==> config.mk <==
export PLATFORM = sky130hd
export DESIGN_NAME = adc_serial_frame
export DESIGN_NICKNAME = d
export VERILOG_FILES = /design/src/logic/adc_serial_frame.v
export VERILOG_INCLUDE_DIRS = /design/src /design/src/shared
export SDC_FILE = /design/constraint.sdc
export NUM_CORES = 1
export LEC_CHECK = 0
export ABC_AREA = 1
export BUFFER_PORTS_ARGS = -buffer_cell sky130_fd_sc_hd__buf_2
export CORE_UTILIZATION = 33
export DETAILED_ROUTE_END_ITERATION = 8
export PLACE_DENSITY = 0.52
export SLEW_MARGIN = 10
export SYNTH_ARGS = -nofsm -noshare
export SYNTH_HDL_FRONTEND = slang
export SYNTH_SLANG_ARGS = --single-unit
==> constraint.sdc <==
create_clock -name mclk -period 2.24 [get_ports mclk]
set_clock_uncertainty 0.05 [all_clocks]
set_input_delay 0 -clock mclk [delete_from_list [all_inputs] [get_ports mclk]]
set_output_delay 0 -clock mclk [all_outputs]
set_load 0.01 [all_outputs]
==> src/shared/adc_frame_defines.vh <==
`ifndef ADC_FRAME_DEFINES_VH
`define ADC_FRAME_DEFINES_VH

// Frame layout
`define FRAME_BITS 24
`define FRAME_LAST_FALL 5'h17
`define RESULT_BITS 18
`define TAIL_ZEROS 4'h0
`define FIXED_ZERO_BIT 1'b0

// Result coding
`define RAW_BITS 20
`define RAW_MAX 20'sh10000
`define RAW_MIN -20'sh10001
`define CODE_OFFSET 18'h20000

// Input word
`define IN_WORD_BITS 8
`define IN_LAST_BIT 4'h7
`define IN_DONE 4'h8
`define SEL_ENABLE 3'h5
`define SEL_DEFAULT 5'h00
`define LEAD_HI 7
`define LEAD_LO 5
`define SEL_SGL 4
`define SEL_ODD 3
`define SEL_IDX_HI 2

// Channel defaults
`define POS_DEFAULT 4'h0
`define NEG_DEFAULT 4'h1
`define NEG_ON_COMMON 4'h0

// Result FIFO
`define FIFO_DEPTH 8
`define FIFO_AW 3

`endif

==> src/logic/adc_serial_frame.v <==
`timescale 1ns/1ps
`include "adc_frame_defines.vh"

module result_fifo #(
  parameter W = `RESULT_BITS,
  parameter D = `FIFO_DEPTH,
  parameter AW = `FIFO_AW
) (
  input wire mclk,
  input wire sys_rst,
  input wire in_valid,
  output reg in_ready,
  input wire [W-1:0] in_data,
  output reg out_valid,
  input wire out_ready,
  output wire [W-1:0] out_data
);
  reg [W-1:0] mem [0:D-1];
  reg [AW-1:0] wr_r;
  reg [AW-1:0] rd_r;
  reg [AW:0] cnt_r;
  wire push = in_valid & in_ready;
  wire pop = out_valid & out_ready;
  wire [AW:0] cnt_nxt = cnt_r + {{AW{1'b0}}, push} - {{AW{1'b0}}, pop};

  assign out_data = mem[rd_r];

  always @(posedge mclk) begin
    if (push) begin
      mem[wr_r] <= in_data;
    end
  end

  // Flags registered so the ready port comes straight from a flop
  always @(posedge mclk) begin
    if (sys_rst) begin
      wr_r <= {AW{1'b0}};
      rd_r <= {AW{1'b0}};
      cnt_r <= {(AW+1){1'b0}};
      in_ready <= 1'b0;
      out_valid <= 1'b0;
    end else begin
      if (push) begin
        wr_r <= (wr_r == D - 1) ? {AW{1'b0}} : wr_r + 1'b1;
      end
      if (pop) begin
        rd_r <= (rd_r == D - 1) ? {AW{1'b0}} : rd_r + 1'b1;
      end
      cnt_r <= cnt_nxt;
      in_ready <= (cnt_nxt != D);
      out_valid <= (cnt_nxt != {(AW+1){1'b0}});
    end
  end
endmodule

// Two flops per pin; a third copy gives the edge finder its reference
module pin_sync #(
  parameter INIT = 1'b0
) (
  input wire mclk,
  input wire sys_rst,
  input wire pin,
  output reg sync_r,
  output reg dly_r
);
  reg meta_r;

  // Only the second and third stages are read outside; the first may be metastable
  always @(posedge mclk) begin
    if (sys_rst) begin
      meta_r <= INIT;
      sync_r <= INIT;
      dly_r <= INIT;
    end else begin
      meta_r <= pin;
      sync_r <= meta_r;
      dly_r <= sync_r;
    end
  end
endmodule

// Summary of operation
// - 24-bit frame: flag, zero, sign, result, zeros
// - First bit high while converting, low when done
// - Second bit always driven low
// - Third bit high for positive input
// - Sign and bit 20 flag over/under range
// - Bits 20 to 4 carry result, MSB first
// - Last four bits always low
// - Chip select high: output off, clock ignored
// - Flag shown on select low, falls at completion
// - Bit 22 leaves on first falling edge
// - Bit 0 leaves on 23rd falling edge
// - 24th falling edge drives output high, restarts
// - Out-of-range results clamp one LSB beyond scale
// - Result coded as offset binary pattern
// - Eight-bit input word, five bits pick channel
// - Reset selects channel 0/1, starts conversion
// - Leading 000 or 100 keeps previous channel
// - Leading 101 loads next five selection bits
// - Single-ended flag picks differential pair or common
// - Odd flag and index choose channel, polarity
// - New selection applies to the next conversion
// - Shift out on falling, capture on rising
// - Early chip select rise aborts, restarts conversion
// - Pair n uses 2n, 2n+1; odd swaps
module adc_serial_frame #(
  parameter FRAME_W = `FRAME_BITS,
  parameter RESULT_W = `RESULT_BITS,
  parameter RAW_W = `RAW_BITS,
  parameter IN_W = `IN_WORD_BITS,
  parameter FIFO_D = `FIFO_DEPTH,
  parameter FIFO_AW = `FIFO_AW
) (
  input wire mclk,
  input wire sys_rst,
  input wire cs_n,
  input wire sck,
  input wire sdi,
  output reg sdo_data,
  output reg sdo_oe,
  input wire res_valid,
  output wire res_ready,
  input wire [RAW_W-1:0] res_raw,
  output reg conv_start_r,
  output reg [3:0] pos_ch_r,
  output reg [3:0] neg_ch_r,
  output reg neg_com_r,
  output reg [4:0] sel_r
);
  // Idle and flag act alike; idle only marks a fresh selection
  localparam [1:0] ST_IDLE = 2'b00;
  localparam [1:0] ST_FLAG = 2'b01;
  localparam [1:0] ST_SHIFT = 2'b10;
  localparam [1:0] ST_DONE = 2'b11;

  wire cs_s_r;
  wire cs_d_r;
  wire sck_s_r;
  wire sck_d_r;
  wire sdi_s_r;

  reg boot_r;
  reg [1:0] state_r;
  reg [1:0] state_nxt;
  reg [4:0] fcnt_r;
  reg [4:0] fcnt_nxt;
  reg [FRAME_W-1:0] sr_r;
  reg [FRAME_W-1:0] sr_nxt;
  reg sdo_nxt;
  reg sdo_oe_nxt;

  reg [IN_W-1:0] in_sr_r;
  reg [IN_W-1:0] in_sr_nxt;
  reg [3:0] in_cnt_r;
  reg [3:0] in_cnt_nxt;
  reg [4:0] next_sel_r;
  reg [4:0] next_sel_nxt;
  reg [4:0] sel_nxt;
  reg [3:0] pos_ch_nxt;
  reg [3:0] neg_ch_nxt;
  reg neg_com_nxt;
  reg [RAW_W-1:0] clamped;

  wire head_valid;
  wire [RESULT_W-1:0] head_code;
  wire [RESULT_W-1:0] code_in;
  wire reading;
  wire done;
  wire sck_rise;
  wire sck_fall;
  wire cs_rise;
  wire frame_end;
  wire abort;
  wire conv_go;
  wire take_bit;
  wire [IN_W-1:0] in_word;

  // Edges compare the second stage against the third
  assign reading = (state_r == ST_SHIFT);
  assign done = (state_r == ST_DONE);
  assign sck_rise = sck_s_r & ~sck_d_r;
  assign sck_fall = ~sck_s_r & sck_d_r;
  assign cs_rise = cs_s_r & ~cs_d_r;
  assign frame_end = ~cs_s_r & reading & sck_fall & (fcnt_r == `FRAME_LAST_FALL);
  assign abort = cs_rise & reading;
  assign conv_go = boot_r | frame_end | abort;
  assign take_bit = ~cs_s_r & sck_rise & (reading | (~done & head_valid));
  assign in_word = {in_sr_r[IN_W-2:0], sdi_s_r};

  // Clamp one LSB past full scale, then offset into offset binary form
  always @* begin
    clamped = res_raw;
    if ($signed(res_raw) > $signed(`RAW_MAX)) begin
      clamped = `RAW_MAX;
    end else if ($signed(res_raw) < $signed(`RAW_MIN)) begin
      clamped = `RAW_MIN;
    end
  end
  assign code_in = clamped[`RESULT_BITS-1:0] + `CODE_OFFSET;

  result_fifo #(
    .W(RESULT_W),
    .D(FIFO_D),
    .AW(FIFO_AW)
  ) u_fifo (
    .mclk(mclk),
    .sys_rst(sys_rst),
    .in_valid(res_valid),
    .in_ready(res_ready),
    .in_data(code_in),
    .out_valid(head_valid),
    .out_ready(frame_end | abort),
    .out_data(head_code)
  );

  // Pins are asynchronous to mclk; edges are found on the second stage
  pin_sync #(
    .INIT(1'b1)
  ) u_cs_sync (
    .mclk(mclk),
    .sys_rst(sys_rst),
    .pin(cs_n),
    .sync_r(cs_s_r),
    .dly_r(cs_d_r)
  );

  // Idle low so reset release shows no false edge
  pin_sync #(
    .INIT(1'b0)
  ) u_sck_sync (
    .mclk(mclk),
    .sys_rst(sys_rst),
    .pin(sck),
    .sync_r(sck_s_r),
    .dly_r(sck_d_r)
  );

  // Data needs no edge finder; its third stage is left open
  pin_sync #(
    .INIT(1'b0)
  ) u_sdi_sync (
    .mclk(mclk),
    .sys_rst(sys_rst),
    .pin(sdi),
    .sync_r(sdi_s_r),
    .dly_r()
  );

  // Output frame
  always @* begin
    state_nxt = state_r;
    fcnt_nxt = fcnt_r;
    sr_nxt = sr_r;
    sdo_nxt = sdo_data;
    sdo_oe_nxt = 1'b1;
    if (cs_s_r) begin
      state_nxt = ST_IDLE;
      fcnt_nxt = 5'h00;
      sdo_nxt = 1'b0;
      sdo_oe_nxt = 1'b0;
    end else begin
      case (state_r)
        ST_IDLE, ST_FLAG: begin
          // Live flag; a status poll with no result shifts nothing
          sdo_nxt = ~head_valid;
          state_nxt = ST_FLAG;
          if (sck_rise & head_valid) begin
            state_nxt = ST_SHIFT;
            sr_nxt = {1'b0, `FIXED_ZERO_BIT, head_code, `TAIL_ZEROS};
          end
        end
        ST_SHIFT: begin
          if (sck_fall) begin
            fcnt_nxt = fcnt_r + 5'h01;
            sr_nxt = {sr_r[FRAME_W-2:0], 1'b0};
            if (fcnt_r == `FRAME_LAST_FALL) begin
              sdo_nxt = 1'b1;
              state_nxt = ST_DONE;
            end else begin
              sdo_nxt = sr_r[FRAME_W-2];
            end
          end
        end
        ST_DONE: begin
          sdo_nxt = ~head_valid;
        end
        default: begin
          state_nxt = ST_IDLE;
        end
      endcase
    end
  end

  always @(posedge mclk) begin
    if (sys_rst) begin
      state_r <= ST_IDLE;
      fcnt_r <= 5'h00;
      sr_r <= {FRAME_W{1'b0}};
      sdo_data <= 1'b0;
      sdo_oe <= 1'b0;
    end else begin
      state_r <= state_nxt;
      fcnt_r <= fcnt_nxt;
      sr_r <= sr_nxt;
      sdo_data <= sdo_nxt;
      sdo_oe <= sdo_oe_nxt;
    end
  end

  // Input word; bits past the eighth fall away
  always @* begin
    in_sr_nxt = in_sr_r;
    in_cnt_nxt = in_cnt_r;
    next_sel_nxt = next_sel_r;
    if (cs_s_r) begin
      in_cnt_nxt = 4'h0;
    end else if (take_bit && in_cnt_r != `IN_DONE) begin
      in_sr_nxt = in_word;
      in_cnt_nxt = in_cnt_r + 4'h1;
      if (in_cnt_r == `IN_LAST_BIT && in_word[`LEAD_HI:`LEAD_LO] == `SEL_ENABLE) begin
        next_sel_nxt = in_word[`SEL_SGL:0];
      end
      // Other leading patterns leave the pending selection alone
    end
  end

  always @(posedge mclk) begin
    if (sys_rst) begin
      in_sr_r <= {IN_W{1'b0}};
      in_cnt_r <= 4'h0;
      next_sel_r <= `SEL_DEFAULT;
    end else begin
      in_sr_r <= in_sr_nxt;
      in_cnt_r <= in_cnt_nxt;
      next_sel_r <= next_sel_nxt;
    end
  end

  // Selection lands only with a start, never mid-conversion
  always @* begin
    sel_nxt = sel_r;
    pos_ch_nxt = pos_ch_r;
    neg_ch_nxt = neg_ch_r;
    neg_com_nxt = neg_com_r;
    if (conv_go) begin
      sel_nxt = next_sel_r;
      pos_ch_nxt = {next_sel_r[`SEL_IDX_HI:0], next_sel_r[`SEL_ODD]};
      neg_ch_nxt = next_sel_r[`SEL_SGL] ? `NEG_ON_COMMON :
        {next_sel_r[`SEL_IDX_HI:0], ~next_sel_r[`SEL_ODD]};
      neg_com_nxt = next_sel_r[`SEL_SGL];
    end
  end

  // Conversion start and channel decode
  always @(posedge mclk) begin
    if (sys_rst) begin
      boot_r <= 1'b1;
      conv_start_r <= 1'b0;
      sel_r <= `SEL_DEFAULT;
      pos_ch_r <= `POS_DEFAULT;
      neg_ch_r <= `NEG_DEFAULT;
      neg_com_r <= 1'b0;
    end else begin
      boot_r <= 1'b0;
      conv_start_r <= conv_go;
      sel_r <= sel_nxt;
      pos_ch_r <= pos_ch_nxt;
      neg_ch_r <= neg_ch_nxt;
      neg_com_r <= neg_com_nxt;
    end
  end
endmodule

==> results.md <==
• average detailed-routed wire length per instance: 13.7 microns
• number of buffers inserted during clock tree synthesis: 26
• hold crit path type: input port to register
• maximum number of pins on one net before global-route repair: 55
• total routed wirelength: 21,500 microns
• number of vias in the routed layout: 6,973
• number of distinct library cell variants in the gate-level netlist after synthesis: 31
• largest family of logic cells by synthesized area: simple AND/OR/NAND/NOR gates
• depth of the worst register-to-register path: 14
• Synth Area in Compound Gates: 3.98%
• number of max-capacitance violations reported: 0
• NumNets Final: 1,205
• crit start category: register
• number of DRC violations after detailed-routing iteration 0: 385
• 1st-pass router iterations: 5
• post-detailed-route DRC marker count: 0
• run status: complete, but fails checks
• post-synthesis instance area: 9590 sq um
• failing checks: setup timing
• Worst R2R Start: state_r[1]
• effective utilization at floorplan: 33.5%
• Worst Path Class, Setup: register to register
• final critical-path required period: 2300 ps
• commonest cells after routing, fill and taps aside: 278 x sky130_fd_sc_hd__nand2_1, 144 x sky130_fd_sc_hd__edfxtp_1, 142 x sky130_fd_sc_hd__inv_1
• crit path DAT: 2650 ps
• number of sinks driven by the clock tree: 222
• Synth Net Count: 1,111
• flip-flop and latch count after synthesis: 222
• Hold EP: u_fifo.mem[4][16]
• sum of internal, switching and leakage power: 9.58 mW
• Horiz. Die Dim: 172 microns
• summed area of non-filler cells in the final layout: 11,600 sq um
• area fraction in and, or, nand and nor cells after synthesis: 24.5%
• f_max: 0.435 GHz
• reg2reg end: u_fifo.out_valid
• Seq/Total Area, Yosys: 61.4%
• placed cell area: 10,400 sq um
• slack of the worst reg-to-reg path: -60 ps
• count of placed standard cells in the final layout, fillers left out: 1,567
• crit end category: register
• via/cell ratio: 4.45
• transition time at the pin with the least slew margin: 818 ps
• fraction of synthesized area in multiplexers: 0%
• Layout Area Growth over Synthesis: 20.9%
• hold_sp: res_raw[16]
• buffer levels on the longest clock path: 3
• power density cells: 827 nW/um^2
• GRT Total Usage: 15.0%
• synthesized area per cell: 8.94 sq um
• placer's final routability congestion estimate: 0.777
• number of nets with antenna violations after detailed routing: 0
• count of buffers inserted at the top-level ports: 43
• setup repair after global routing missed its margin: true
• FP Rows: 62
• leading cell type in the layout, fill and taps excluded: sky130_fd_sc_hd__nand2_1
• Worst IR Drop VDD: 0.627 mV
• Syn Inst Count: 1,073
• ratio of cells with drive above 1 in the final layout: 13.2%
• adder-cell area share of the yosys netlist: 1.64%
• cell count of the worst hold path: 5
• clock-pin slew on the worst setup and hold paths: 60 ps
• number of antenna repair diodes: 0
• HPWL after DPL: 12,800 microns
• number of top-level pins: 44
• crit share post-route: 103%
• vias in the first global route: 6,465
• first-pass GRT wire length: 34,400 microns
• Core Area: 28,600 sq um
• setup TNS after final layout: -99.7 ps
• Worst Path Required: 2590 ps
• Remaining Overflow, GRT: 0
• DIE AREA: 29,700 sq um
• share of the core filled with cells: 40.5%
• Clock Tree Root: sky130_fd_sc_hd__clkbuf_16
• worst relative slew slack: 45.4%
• Final Max Tran Viols: 0
• YS warnings: 0
• CTS H-tree lvls: 1
• worst skew pair latency: 520 ps
• count of final setup violators: 2
• min setup slack post-route: -60.4 ps
• clock tree from TritonCTS: yes
• number of placed instances with taps included: 1,495
• share of the synthesized netlist area taken by xor and xnor gates: 0.457%
• number of antenna violations at the first check in global routing: 0
• Leakage Power: 4.85 nW
• final hold vios: 0
• Chip Height: 172 microns
• worst-path maximum fanout: 5
## state kept, by name, summed over array words and instances, names as in the netlist, 2 cells and up, named ones only
| register | cells |
|---|---|
| u_fifo.mem | 144 |
| sr_r | 19 |
| in_sr_r | 7 |
| fcnt_r | 5 |
| next_sel_r | 5 |
| in_cnt_r | 4 |
| neg_ch_r | 4 |
| u_fifo.cnt_r | 4 |
| pos_ch_r | 3 |
| u_fifo.rd_r | 3 |
| u_fifo.wr_r | 3 |
| state_r | 2 |
## metrics by stage
stage | hold WS [ps] | setup WS (ps)
6_report | 102 | -60.4
3_5_place_dp | 138 | -156
4_1_cts | 77.3 | -90.1
5_1_grt | 149 | -203
2_1_floorplan | -22.3 | -137
3_3_place_gp | 141 | -150
## critical path: stages, from the launching register on
cell and delay, ps:
sky130_fd_sc_hd__dfxtp_4 350, sky130_fd_sc_hd__inv_4 40, sky130_fd_sc_hd__nor2_4 120, sky130_fd_sc_hd__buf_4 150
sky130_fd_sc_hd__nand2_1 100, sky130_fd_sc_hd__a21oi_4 190, sky130_fd_sc_hd__ha_4 220, sky130_fd_sc_hd__inv_2 60
sky130_fd_sc_hd__ha_4 120, sky130_fd_sc_hd__inv_2 40, sky130_fd_sc_hd__fa_2 360, sky130_fd_sc_hd__xor2_2 160
sky130_fd_sc_hd__nand3_2 90, sky130_fd_sc_hd__nand2_2 60, sky130_fd_sc_hd__o21ai_1 70
## what timing repair did
| item | in CTS | in global routing |
|---|---|---|
| setup endpoints to repair | 3 | 4 |
| gates resized for setup | 3 | 9 |
| hold endpoints to repair | 150 | 0 |
| pin swaps | 3 | 8 |
| hold buffers | 23 | 0 |
| cloned | 0 | 0 |
| setup buffers | 1 | 4 |
## Yosys cell counts (all sizes together)
master    n  area, sq um
inv     146          548
xor2      3         26.3
a21oi    36          184
a22oi     1         7.51
nor3b     1         7.51
clkinv    1         3.75
nand2   283         1070
xnor2     2         17.5
buf      28          151
nor2    148          571
or2       3         18.8
dfxtp    78         1560
fa        1         20.0
ha       11          138
o21ai    35          175
nand3   115          581
nor3      6         30.0
clkbuf   19         71.3
edfxtp  144         4320
a31oi     1         6.26
o221ai    1         8.76
nand4    10         62.6
## per-layer routing
layer	track usage (%)	share of wire (%)	vias up
li1	-	-	3623
met1	19.5	47	3205
met2	26.1	48	117
met3	2.33	3.9	28
met4	3.77	1.5	0
met5	0	0	-
## final cells by class
cell class	instances	area, sq um
Fill cell	2823	17000
Sequential cell	222	5890
Clock inverter	8	109
Multi-Input combinational cell	657	3030
Timing Repair Buffer	113	811
Clock buffer	36	709
Tap cell	384	480
Inverter	147	554
## report_power, final
group | internal [mW] | switching, mW | leakage, nW
Combinational | 0.300 | 0.556 | 2.53
Clock | 2.53 | 1.55 | 0.394
Sequential | 4.59 | 0.0601 | 1.93
## kinds of logic (layout without fill, tap and decap cells)
family | after synthesis | after routing
adder cells (fa/ha/maj) | 12 | 12
AO/OA/AOI/OAI | 74 | 74
flip-flops | 222 | 222
buffers and inverters | 194 | 304
AND/OR/NAND/NOR | 566 | 566
XOR/XNOR | 5 | 5
## how the worst max path moves through the flow
| stage | cells after the start | to | startpoint |
|---|---|---|---|
| floorplan | 14 | u_fifo.out_valid | state_r[1] |
| global placement | 14 | u_fifo.out_valid | fcnt_r[1] |
| detailed placement | 14 | u_fifo.out_valid | fcnt_r[1] |
| CTS | 14 | u_fifo.out_valid | state_r[1] |
| global route | 15 | u_fifo.out_valid | state_r[1] |
| finish | 14 | u_fifo.out_valid | state_r[1] |
Note: power is estimated with default switching activity, not from simulation.
